===== config.mk =====
export PLATFORM = sky130hd
export DESIGN_NAME = fcg_clock_generator
export DESIGN_NICKNAME = d
export VERILOG_FILES = /design/src/rtl/fcg_pkg.sv /design/src/rtl/fcg_clock_generator.sv
export SDC_FILE = /design/constraint.sdc
export NUM_CORES = 1
export LEC_CHECK = 0
export ABC_CLOCK_PERIOD_IN_PS = 14400
export BUFFER_PORTS_ARGS = -buffer_cell sky130_fd_sc_hd__buf_2
export CELL_PAD_IN_SITES_DETAIL_PLACEMENT = 1
export CELL_PAD_IN_SITES_GLOBAL_PLACEMENT = 2
export CORE_AREA = 5 5 134 136
export CTS_BUF_LIST = sky130_fd_sc_hd__clkbuf_4 sky130_fd_sc_hd__clkbuf_8
export CTS_CLUSTER_DIAMETER = 30
export DETAILED_ROUTE_END_ITERATION = 12
export DIE_AREA = 0 0 139 141
export PLACE_DENSITY_LB_ADDON = 0.1
export SLEW_MARGIN = 30
export SYNTH_ARGS = -nofsm -noshare
export SYNTH_HDL_FRONTEND = slang
export SYNTH_SLANG_ARGS = --single-unit

===== constraint.sdc =====
create_clock -name core_clk_i -period 14.4 [get_ports core_clk_i]
set_input_delay 3.6 -clock core_clk_i [delete_from_list [all_inputs] [get_ports core_clk_i]]
set_output_delay 3.6 -clock core_clk_i [all_outputs]
set_load 0.005 [all_outputs]

===== src/rtl/fcg_pkg.sv =====
// How it works
// - reset starts in self-clocked mode immediately
// - off mode holds main output static
// - self-clocked: open loop, stored filter value
// - internal loop mode multiplies internal reference
// - engaged modes pass unlocked then locked
// - bypass mode outputs external reference directly
// - external loop mode multiplies external reference
// - bus divider, eight powers of two: 1 passes main output, 2 to 128 divide the core clock
// - lock acquired and lock lost status
// - external reference validity monitor
// - loss raises reset or interrupt, configurable
// - loop output auto engaged after lock
// - oscillator keeps setting across stop
// - oscillator holds frequency on reference loss
// - non-running source cannot be selected
// - input pin used only if external first
// - output pin used only if external first
// - gain select one gives high amplitude
// - 8 MHz source selectable as debug clock
// - 243 kHz reference trimmable by software
// - separate self-clocked real-time interrupt source
// - drive fixed-frequency enable and secondary clocks
// - mode codes 00,01,10,11
// - range selects prescale 64 or 1
// - gain, range, reference bits write once
// - internal first write blocks external modes
package fcg_pkg;
	// =========================================
	// mode encodings
	typedef enum logic [1:0]
	{
		FCG_SELF_CLOCKED   = 2'h0,
		FCG_ENGAGED_INT    = 2'h1,
		FCG_BYPASSED_EXT   = 2'h2,
		FCG_ENGAGED_EXT    = 2'h3
	} fcg_mode_type;

	// =========================================
	// constants
	localparam int          FCG_PRESCALE_LOW   = 64;
	localparam int          FCG_PRESCALE_HIGH  = 1;
	localparam int          FCG_CNT_W          = 16;
	localparam int          FCG_FILT_W         = 12;
	localparam logic [11:0] FCG_FILT_RESET     = 12'h800;
	localparam logic [15:0] FCG_LOCK_TOL       = 16'h0004;
	localparam logic [15:0] FCG_LOSS_LIMIT     = 16'h0100;
	localparam logic [2:0]  FCG_DIV_MAX        = 3'h7;
	localparam int          FCG_DBG_FAST_MHZ   = 8;
	localparam int          FCG_REF_KHZ        = 243;

	// =========================================
	// control and status bundles
	typedef struct packed
	{
		logic        wr;
		logic        gain_sel;
		logic        range_sel;
		logic        ref_sel;
		logic [1:0]  mode_sel;
		logic        loss_disable;
		logic        loss_reset_en;
		logic [2:0]  bus_div;
		logic [7:0]  mult;
	} fcg_ctrl_type;

	typedef struct packed
	{
		logic        locked;
		logic        lock_lost;
		logic        ref_valid;
		logic        ref_lost;
		logic [1:0]  mode_active;
	} fcg_stat_type;
endpackage


===== src/rtl/fcg_clock_generator.sv =====
`timescale 1ns/10ps
module fcg_clock_generator
#(
	parameter int                  WIN_W     = 10,
	parameter logic [WIN_W-1:0]    WIN_LEN   = 10'h3FF
)
(
	input  wire logic                   core_clk_i,
	input  wire logic                   arst_n_i,
	input  wire fcg_pkg::fcg_ctrl_type  ctrl_i,
	input  wire logic                   stop_i,
	input  wire logic                   osc_in_pin_i,
	input  wire logic                   int_ref_clk_i,
	input  wire logic                   dco_clk_i,
	input  wire logic                   dbg_fast_sel_i,
	input  wire logic [7:0]             internal_reference_trim_i,
	output fcg_pkg::fcg_stat_type       stat_o,
	output logic [11:0]                 dco_filter_o,
	output logic [7:0]                  ref_trim_o,
	output logic                        osc_in_pin_used_o,
	output logic                        osc_out_pin_used_o,
	output logic                        osc_high_gain_o,
	output logic                        osc_range_high_o,
	output logic [6:0]                  prescale_o,
	output logic                        generator_main_output_o,
	output logic                        bus_clk_o,
	output logic                        loop_multiplied_clock_o,
	output logic                        external_reference_clock_o,
	output logic                        debug_local_clock_o,
	output logic                        fixed_frequency_enable_o,
	output logic                        rti_clk_o,
	output logic                        loss_reset_o,
	output logic                        loss_irq_o
);
	// =========================================
	// state
	typedef struct packed
	{
		logic [2:0]                    ext_sync;
		logic [2:0]                    ref_sync;
		logic [2:0]                    dco_sync;
		logic                          first_done;
		logic                          ext_reserved;
		logic                          gain_sel;
		logic                          range_sel;
		logic                          ref_sel;
		logic [1:0]                    mode_req;
		logic [1:0]                    mode_act;
		logic                          src_loop;
		logic [WIN_W-1:0]              win_cnt;
		logic [15:0]                   dco_cnt;
		logic [15:0]                   ext_idle;
		logic [11:0]                   filter;
		logic                          locked;
		logic                          lock_lost;
		logic                          ref_valid;
		logic                          ref_lost;
		logic [7:0]                    trim;
		logic [7:0]                    div_cnt;
		logic                          bus_clk;
		logic                          main_clk;
		logic                          loss_rst;
		logic                          loss_irq;
		logic                          main_src_ext;
		logic                          sw_park;
		logic [2:0]                    div_sel;
	} fcg_state_type;

	fcg_state_type st_ff;
	fcg_state_type nxt_st;

	function automatic logic is_external(input logic [1:0] m);
		is_external = m[1];
	endfunction

	function automatic logic is_engaged(input logic [1:0] m);
		is_engaged = m[0];
	endfunction

	// count against target, with the lock tolerance either side
	function automatic logic in_window(input logic [15:0] cnt, input logic [15:0] tgt);
		in_window = (cnt + fcg_pkg::FCG_LOCK_TOL >= tgt) &&
			(cnt <= tgt + fcg_pkg::FCG_LOCK_TOL);
	endfunction

	logic        ref_edge;
	logic        dco_edge;
	logic        ext_edge;
	logic [15:0] target;
	logic [1:0]  want;
	logic        want_ext;
	logic        old_lvl;
	logic        new_lvl;

	// =========================================
	// next state
	always_comb
	begin
		nxt_st = st_ff;
		nxt_st.ext_sync = {st_ff.ext_sync[1:0], osc_in_pin_i};
		nxt_st.ref_sync = {st_ff.ref_sync[1:0], int_ref_clk_i};
		nxt_st.dco_sync = {st_ff.dco_sync[1:0], dco_clk_i};
		ext_edge = st_ff.ext_sync[1] & ~st_ff.ext_sync[2];
		ref_edge = st_ff.ref_sync[1] & ~st_ff.ref_sync[2];
		dco_edge = st_ff.dco_sync[1] & ~st_ff.dco_sync[2];
		nxt_st.trim = internal_reference_trim_i;
		want = ctrl_i.mode_sel;
		if (ctrl_i.wr)
		begin
			if (!st_ff.first_done)
			begin
				nxt_st.first_done = 1'b1;
				nxt_st.gain_sel = ctrl_i.gain_sel;
				nxt_st.range_sel = ctrl_i.range_sel;
				nxt_st.ref_sel = ctrl_i.ref_sel;
				nxt_st.ext_reserved = is_external(want);
				nxt_st.mode_req = want;
			end
			else if (st_ff.ext_reserved || !is_external(want))
			begin
				// pin not reserved by the first write: external codes are dropped
				nxt_st.mode_req = want;
			end
		end
		// =========================================
		// external clock monitor
		if (ext_edge)
		begin
			nxt_st.ext_idle = '0;
		end
		else if (st_ff.ext_idle != fcg_pkg::FCG_LOSS_LIMIT)
		begin
			nxt_st.ext_idle = st_ff.ext_idle + 16'h0001;
		end
		nxt_st.ref_valid = st_ff.ext_reserved &&
			(st_ff.ext_idle != fcg_pkg::FCG_LOSS_LIMIT);
		// a loss in the same cycle as a write wins over the clear
		if (is_external(st_ff.mode_act) && st_ff.ref_valid && !nxt_st.ref_valid)
		begin
			nxt_st.ref_lost = 1'b1;
		end
		else if (ctrl_i.wr)
		begin
			nxt_st.ref_lost = 1'b0;
		end
		// =========================================
		// mode: switch only to running source
		if (is_external(st_ff.mode_req) && !st_ff.ref_valid)
		begin
			nxt_st.mode_act = (st_ff.mode_act == fcg_pkg::FCG_BYPASSED_EXT) ?
				fcg_pkg::FCG_SELF_CLOCKED : st_ff.mode_act;
		end
		else
		begin
			nxt_st.mode_act = st_ff.mode_req;
		end
		// =========================================
		// frequency loop: count dco edges per reference window
		target = 16'(ctrl_i.mult) * 16'(st_ff.range_sel ?
			fcg_pkg::FCG_PRESCALE_HIGH : fcg_pkg::FCG_PRESCALE_LOW);
		if (dco_edge)
		begin
			nxt_st.dco_cnt = st_ff.dco_cnt + 16'h0001;
		end
		if ((is_external(st_ff.mode_act) ? ext_edge : ref_edge))
		begin
			nxt_st.win_cnt = st_ff.win_cnt + 1'b1;
		end
		if (!is_engaged(st_ff.mode_act) || stop_i)
		begin
			nxt_st.win_cnt = '0;
			nxt_st.dco_cnt = '0;
			nxt_st.locked = 1'b0;
		end
		else if (is_external(st_ff.mode_act) && !st_ff.ref_valid)
		begin
			nxt_st.win_cnt = '0;
			nxt_st.dco_cnt = '0;
		end
		else if (st_ff.win_cnt == WIN_LEN)
		begin
			nxt_st.win_cnt = '0;
			nxt_st.dco_cnt = '0;
			if (!in_window(st_ff.dco_cnt, target))
			begin
				// one step per window keeps the loop slow but stable
				if (st_ff.dco_cnt < target)
					nxt_st.filter = st_ff.filter + 12'h001;
				else
					nxt_st.filter = st_ff.filter - 12'h001;
			end
			nxt_st.locked = in_window(st_ff.dco_cnt, target);
			if (st_ff.locked && !nxt_st.locked)
			begin
				nxt_st.lock_lost = 1'b1;
			end
		end
		// a lock loss in the same cycle as a write wins over the clear
		if (ctrl_i.wr && !(st_ff.locked && !nxt_st.locked))
		begin
			nxt_st.lock_lost = 1'b0;
		end
		// =========================================
		// loop output engaged only once locked
		nxt_st.src_loop = is_engaged(st_ff.mode_act) && st_ff.locked;
		// =========================================
		// bus divider
		// a new divisor is taken only when the counter wraps, so a change between
		// nonzero divisors never cuts a bus clock phase short
		nxt_st.div_cnt = st_ff.div_cnt + 8'h01;
		if (&st_ff.div_cnt)
		begin
			nxt_st.div_sel = ctrl_i.bus_div;
		end
		// =========================================
		// main clock switch
		// the old source finishes its high phase, the output parks low, and the
		// new source is taken on its own low phase; a source stuck high would
		// keep the switch waiting; the running-source check stops this only for a new external source, not an old one
		want_ext = (st_ff.mode_act == fcg_pkg::FCG_BYPASSED_EXT);
		old_lvl = st_ff.main_src_ext ? st_ff.ext_sync[2] : st_ff.dco_sync[2];
		new_lvl = want_ext ? st_ff.ext_sync[2] : st_ff.dco_sync[2];
		if (stop_i)
		begin
			nxt_st.main_clk = st_ff.main_clk;
		end
		else if (want_ext == st_ff.main_src_ext)
		begin
			nxt_st.main_clk = old_lvl;
			nxt_st.sw_park = 1'b0;
		end
		else if (!st_ff.sw_park)
		begin
			nxt_st.main_clk = old_lvl;
			nxt_st.sw_park = !old_lvl;
		end
		else
		begin
			nxt_st.main_clk = 1'b0;
			if (!new_lvl)
				nxt_st.main_src_ext = want_ext;
		end
		// =========================================
		// bus clock
		if (stop_i)
		begin
			nxt_st.bus_clk = st_ff.bus_clk;
		end
		else if (st_ff.div_sel == 3'h0)
		begin
			nxt_st.bus_clk = nxt_st.main_clk;
		end
		else
		begin
			nxt_st.bus_clk = st_ff.div_cnt[st_ff.div_sel - 3'h1];
		end
		// =========================================
		// loss handling
		nxt_st.loss_rst = 1'b0;
		nxt_st.loss_irq = 1'b0;
		if (!ctrl_i.loss_disable && (nxt_st.ref_lost && !st_ff.ref_lost ||
			nxt_st.lock_lost && !st_ff.lock_lost))
		begin
			nxt_st.loss_rst = ctrl_i.loss_reset_en;
			nxt_st.loss_irq = !ctrl_i.loss_reset_en;
		end
	end

	// =========================================
	// registers
	always_ff @(posedge core_clk_i or negedge arst_n_i)
	begin
		if (!arst_n_i)
		begin
			st_ff <= '0;
			st_ff.filter <= fcg_pkg::FCG_FILT_RESET;
			st_ff.mode_req <= fcg_pkg::FCG_SELF_CLOCKED;
			st_ff.mode_act <= fcg_pkg::FCG_SELF_CLOCKED;
			st_ff.main_src_ext <= 1'b0;
			st_ff.sw_park <= 1'b0;
			st_ff.div_sel <= 3'h0;
		end
		else
			st_ff <= nxt_st;
	end

	// =========================================
	// outputs
	always_comb
	begin
		stat_o.locked = st_ff.locked;
		stat_o.lock_lost = st_ff.lock_lost;
		stat_o.ref_valid = st_ff.ref_valid;
		stat_o.ref_lost = st_ff.ref_lost;
		stat_o.mode_active = st_ff.mode_act;
	end

	// =========================================
	// loop settings
	assign dco_filter_o = st_ff.filter;
	assign ref_trim_o = st_ff.trim;

	// =========================================
	// pin roles, fixed by the first write
	assign osc_in_pin_used_o = st_ff.ext_reserved;
	assign osc_out_pin_used_o = st_ff.ext_reserved;
	assign osc_high_gain_o = st_ff.gain_sel;
	assign osc_range_high_o = st_ff.range_sel;
	assign prescale_o = st_ff.range_sel ? 7'(fcg_pkg::FCG_PRESCALE_HIGH) :
		7'(fcg_pkg::FCG_PRESCALE_LOW);

	// =========================================
	// clocks, oversampled by the core clock
	assign generator_main_output_o = st_ff.main_clk;
	assign bus_clk_o = st_ff.bus_clk;
	assign loop_multiplied_clock_o = st_ff.dco_sync[2] & st_ff.src_loop;
	assign external_reference_clock_o = st_ff.ext_sync[2] & st_ff.ref_valid;
	assign debug_local_clock_o = dbg_fast_sel_i ? st_ff.dco_sync[2] :
		st_ff.ref_sync[2];
	assign fixed_frequency_enable_o = st_ff.ref_sync[1] & ~st_ff.ref_sync[2];
	assign rti_clk_o = st_ff.ref_sync[2];

	// =========================================
	// loss events
	assign loss_reset_o = st_ff.loss_rst;
	assign loss_irq_o = st_ff.loss_irq;
endmodule


==> metrics.md <==
| Metric | Value |
|---|---|
| Total die area | 19600 µm² |
| WL final | 14800 µm |
| FF+latch area | 2530 µm² |
| Worst path cell trace | buf_2, mux2_2, buf_2 |
| Placed cell areas | 6900 µm² |
| Mapped Cells | 665 |
| Flop-to-flop setup slack | 9.33 ns |
| CP Capture Type | primary output |
| Largest cells by area after synthesis | dfrtp_1 39%, ha_1 12%, xnor2_1 5.1% |
| Clk root buf | clkbuf_8 |
| Synth Area per Inst | 9.76 µm² |
| Share of cells above drive strength 1 | 17.5% |
| Die height | 141 µm |
| Ys async rst share | 100% |
| Multi-input logic area | 3580 µm² |
| Worst Hold Slack | 0.363 ns |
| Fill count | 1941 |
| Total power | 612 µW |
| Top post-synthesis cells by count | 100 x dfrtp_1, 67 x nor2_1, 63 x ha_1 |
| Core Region | 16800 µm² |
| Outcome | finished, final reports clean |
| Post-CTS Setup Repair Bufs | 0 |
| Crit-path max FO | 1 |
| RSZ-0062 raised after global routing | no |
| Worst path bufs/invs | 2 |
| Clock sink count | 101 |
| PD cells | 85.8 nW/µm² |
| WL per Instance | 15.7 µm |
| Leak | 0.00347 µW |
| Post-cts gate resize count | 0 |
| Sequential area share after synthesis | 39.0% |
| Crit-path leading delay family | multiplexers |
| Critical path's largest stage delay | 0.32 ns |
| Yosys reg bits | 101 |
| Detailed Routing Iterations Pass 1 | 4 |
| Main synth FF type | dfrtp_1 |
| Count leader, synth | dfrtp_1 |
| Final hold violations | 0 |
| CP Data Required Time | 10.80 ns |
| Critical path data arrival time | 4.13 ns |
| Worst clock skew | 0.0148 ns |
| Bufs on Longest Clock Path | 2 |
| Via/cell ratio | 5.09 |
| Max cap viols | 0 |
| F_max | 129 MHz |
| Layout Area Growth over Synthesis | 9.99% |
| Sum Neg Setup Slack | 0 ns |
| Vias after detailed routing | 4808 |
| CTS H-tree depth | 3 |
| Ports | 80 |
| Clock Latency Late Sink | 0.38 ns |
| Row count | 48 |
| CTS hold repair buffers | 0 |
| First-pass GRT wire length | 25700 µm |
| Clk slew on worst S/H paths | 0.10 ns |
| CTS Buf Count | 9 |
| Startpoint type of the worst setup path | input port |
| DR DRC count | 0 |
| ANT nets after route | 0 |
| Hold Crit Class | register to register |
| IO Port Bufs | 73 |
| Initial Utilization | 38.6% |
| Antenna Cells | 0 |
| Synth area leader | dfrtp_1 |
| Crit-path most repeated cell | buf_2 |
| Grt ovf | 0 |
| Number of global-route vias before repair | 5212 |
| Post-route core utilization | 42.4% |
| Period minus WS final | 7.73 ns |
| Post-route cell area | 7140 µm² |
| Final net count | 814 |
| Final worst path period share | 53.7% |
| Hpwl dp | 11800 µm |
| Setup-failing EPs final | 0 |
| Worst-Margin Slew | 0.705 ns |
| Largest net degree at the start of global routing | 44 |
| RD Place Congestion | 0.745 |
| Worst vdd ir | 0.0452 mV |
| Post-Synthesis Cell Area | 6490 µm² |
| CTS tree | done |
| CP Class | input port to primary output |
| Post-synthesis cell type count | 61 |
| Max Slew Vio Count | 0 |
| Synth Warn # | 0 |
| EDFF count, synth | 0 |
| Share of the synthesized area in the top cell type | 38.6% |
| CP max-delay cell | mux2_2 |
| Slew Limit Headroom | 52.8% |
| Die width | 139 µm |
| Initial drt markers | 140 |
| Total track usage | 15.8% |
| Initial antenna violation count | 0 |
## worst register-to-register path, stage by stage, from the launching register on
cell      delay, ns
dfrtp_1        0.66
nor2b_1        0.17
fa_1           0.53
inv_1          0.17
ha_1           0.27
a21oi_1        0.14
o21ai_0        0.09
a21oi_1        0.17
a21oi_1        0.12
or2_2          0.44
fa_1           0.45
a21o_1         0.18
a21oi_1        0.23
o21bai_1       0.14
a2111o_1       0.47
a31o_1         0.23
a21oi_1        0.17
xnor2_1        0.09
mux2_4         0.25
## cell usage in the layout, fill, tap and decap left out, drive strengths merged, types with 3 or more instances in the layout
cell type,n
or3,11
clkbuf,10
or2,4
a211oi,5
nand2b,6
nor2,67
xnor2,38
conb,9
nor3,16
a21o,12
a21oi,29
nand4,20
mux2,20
and2,6
o21ai,30
inv,30
nor2b,10
dfrtp,100
mux2i,6
xor2,34
and3,6
ha,63
buf,76
nand3,23
o21a,3
nand2,48
## power by group
part / internal (µW) / leakage (µW) / total, µW / switching (µW)
clock: 102 / 0.000108 / 204 / 102
sequential: 297 / 0.00131 / 314 / 16.1
combinational: 40.3 / 0.00205 / 94.5 / 54.2
## layer usage
metal,up-vias,global-route usage [%],share of wire (%)
li1,2363,-,-
met1,2361,20.1,47
met2,63,27.8,49
met3,21,2.48,2.7
met4,0,5.05,1.9
met5,-,0,0
## logic make-up (layout without fill, tap and decap cells)
kind of cell | Yosys count | after routing | share of synthesized area, %
other | 2 | 9 | 0.116
and+or+nand+nor | 226 | 226 | 17.0
DFF | 101 | 101 | 39.0
AOI/OAI and AO/OA | 98 | 98 | 9.62
xor gates and xnor gates | 72 | 72 | 9.72
adders and majority gates | 65 | 65 | 12.8
buffers and inverters | 73 | 121 | 6.27
muxes | 28 | 28 | 5.50
## per-stage QoR
step           cells  setup WS [ns]
2_1_floorplan    672           6.88
3_3_place_gp     927           6.29
3_5_place_dp     928           6.29
4_1_cts          944           6.66
5_1_grt          945           6.45
6_report         945           6.67
## final cells by class
class	count	share of cell area, %
well taps	225	3.94
repair buffers	76	5.70
multi-input cells	498	50.2
clock buffers	10	1.84
inverters	29	1.53
clock inverters	6	1.33
flip-flops and latches	101	35.4
## sequential cells by signal, summed over array words and instances, names as in the netlist
register / cells
st_ff: 61
dco_filter_o: 12
ref_trim_o: 8
nxt_st: 6
stat_o: 6
bus_clk_o: 1
generator_main_output_o: 1
loss_irq_o: 1
loss_reset_o: 1
osc_high_gain_o: 1
osc_in_pin_used_o: 1
osc_range_high_o: 1
rti_clk_o: 1
## path summary, 6_finish.rpt
path	startpoint	cells after the start	end
worst max-delay path	dbg_fast_sel_i	3	debug_local_clock_o
worst min register to register	nxt_st[97]$_DFF_PN0_	0	nxt_st[98]$_DFF_PN0_
worst max register to register	osc_range_high_o$_DFFE_PN0P_	18	dco_filter_o[10]$_DFFE_PN0P_
worst min-delay path	nxt_st[97]$_DFF_PN0_	0	nxt_st[98]$_DFF_PN0_
min in group asynchronous	arst_n_i	1	osc_in_pin_used_o$_DFFE_PN0P_
max in group asynchronous	arst_n_i	3	dco_filter_o[3]$_DFFE_PN0P_
No activity file was read; power rests on OpenSTA's default activity.
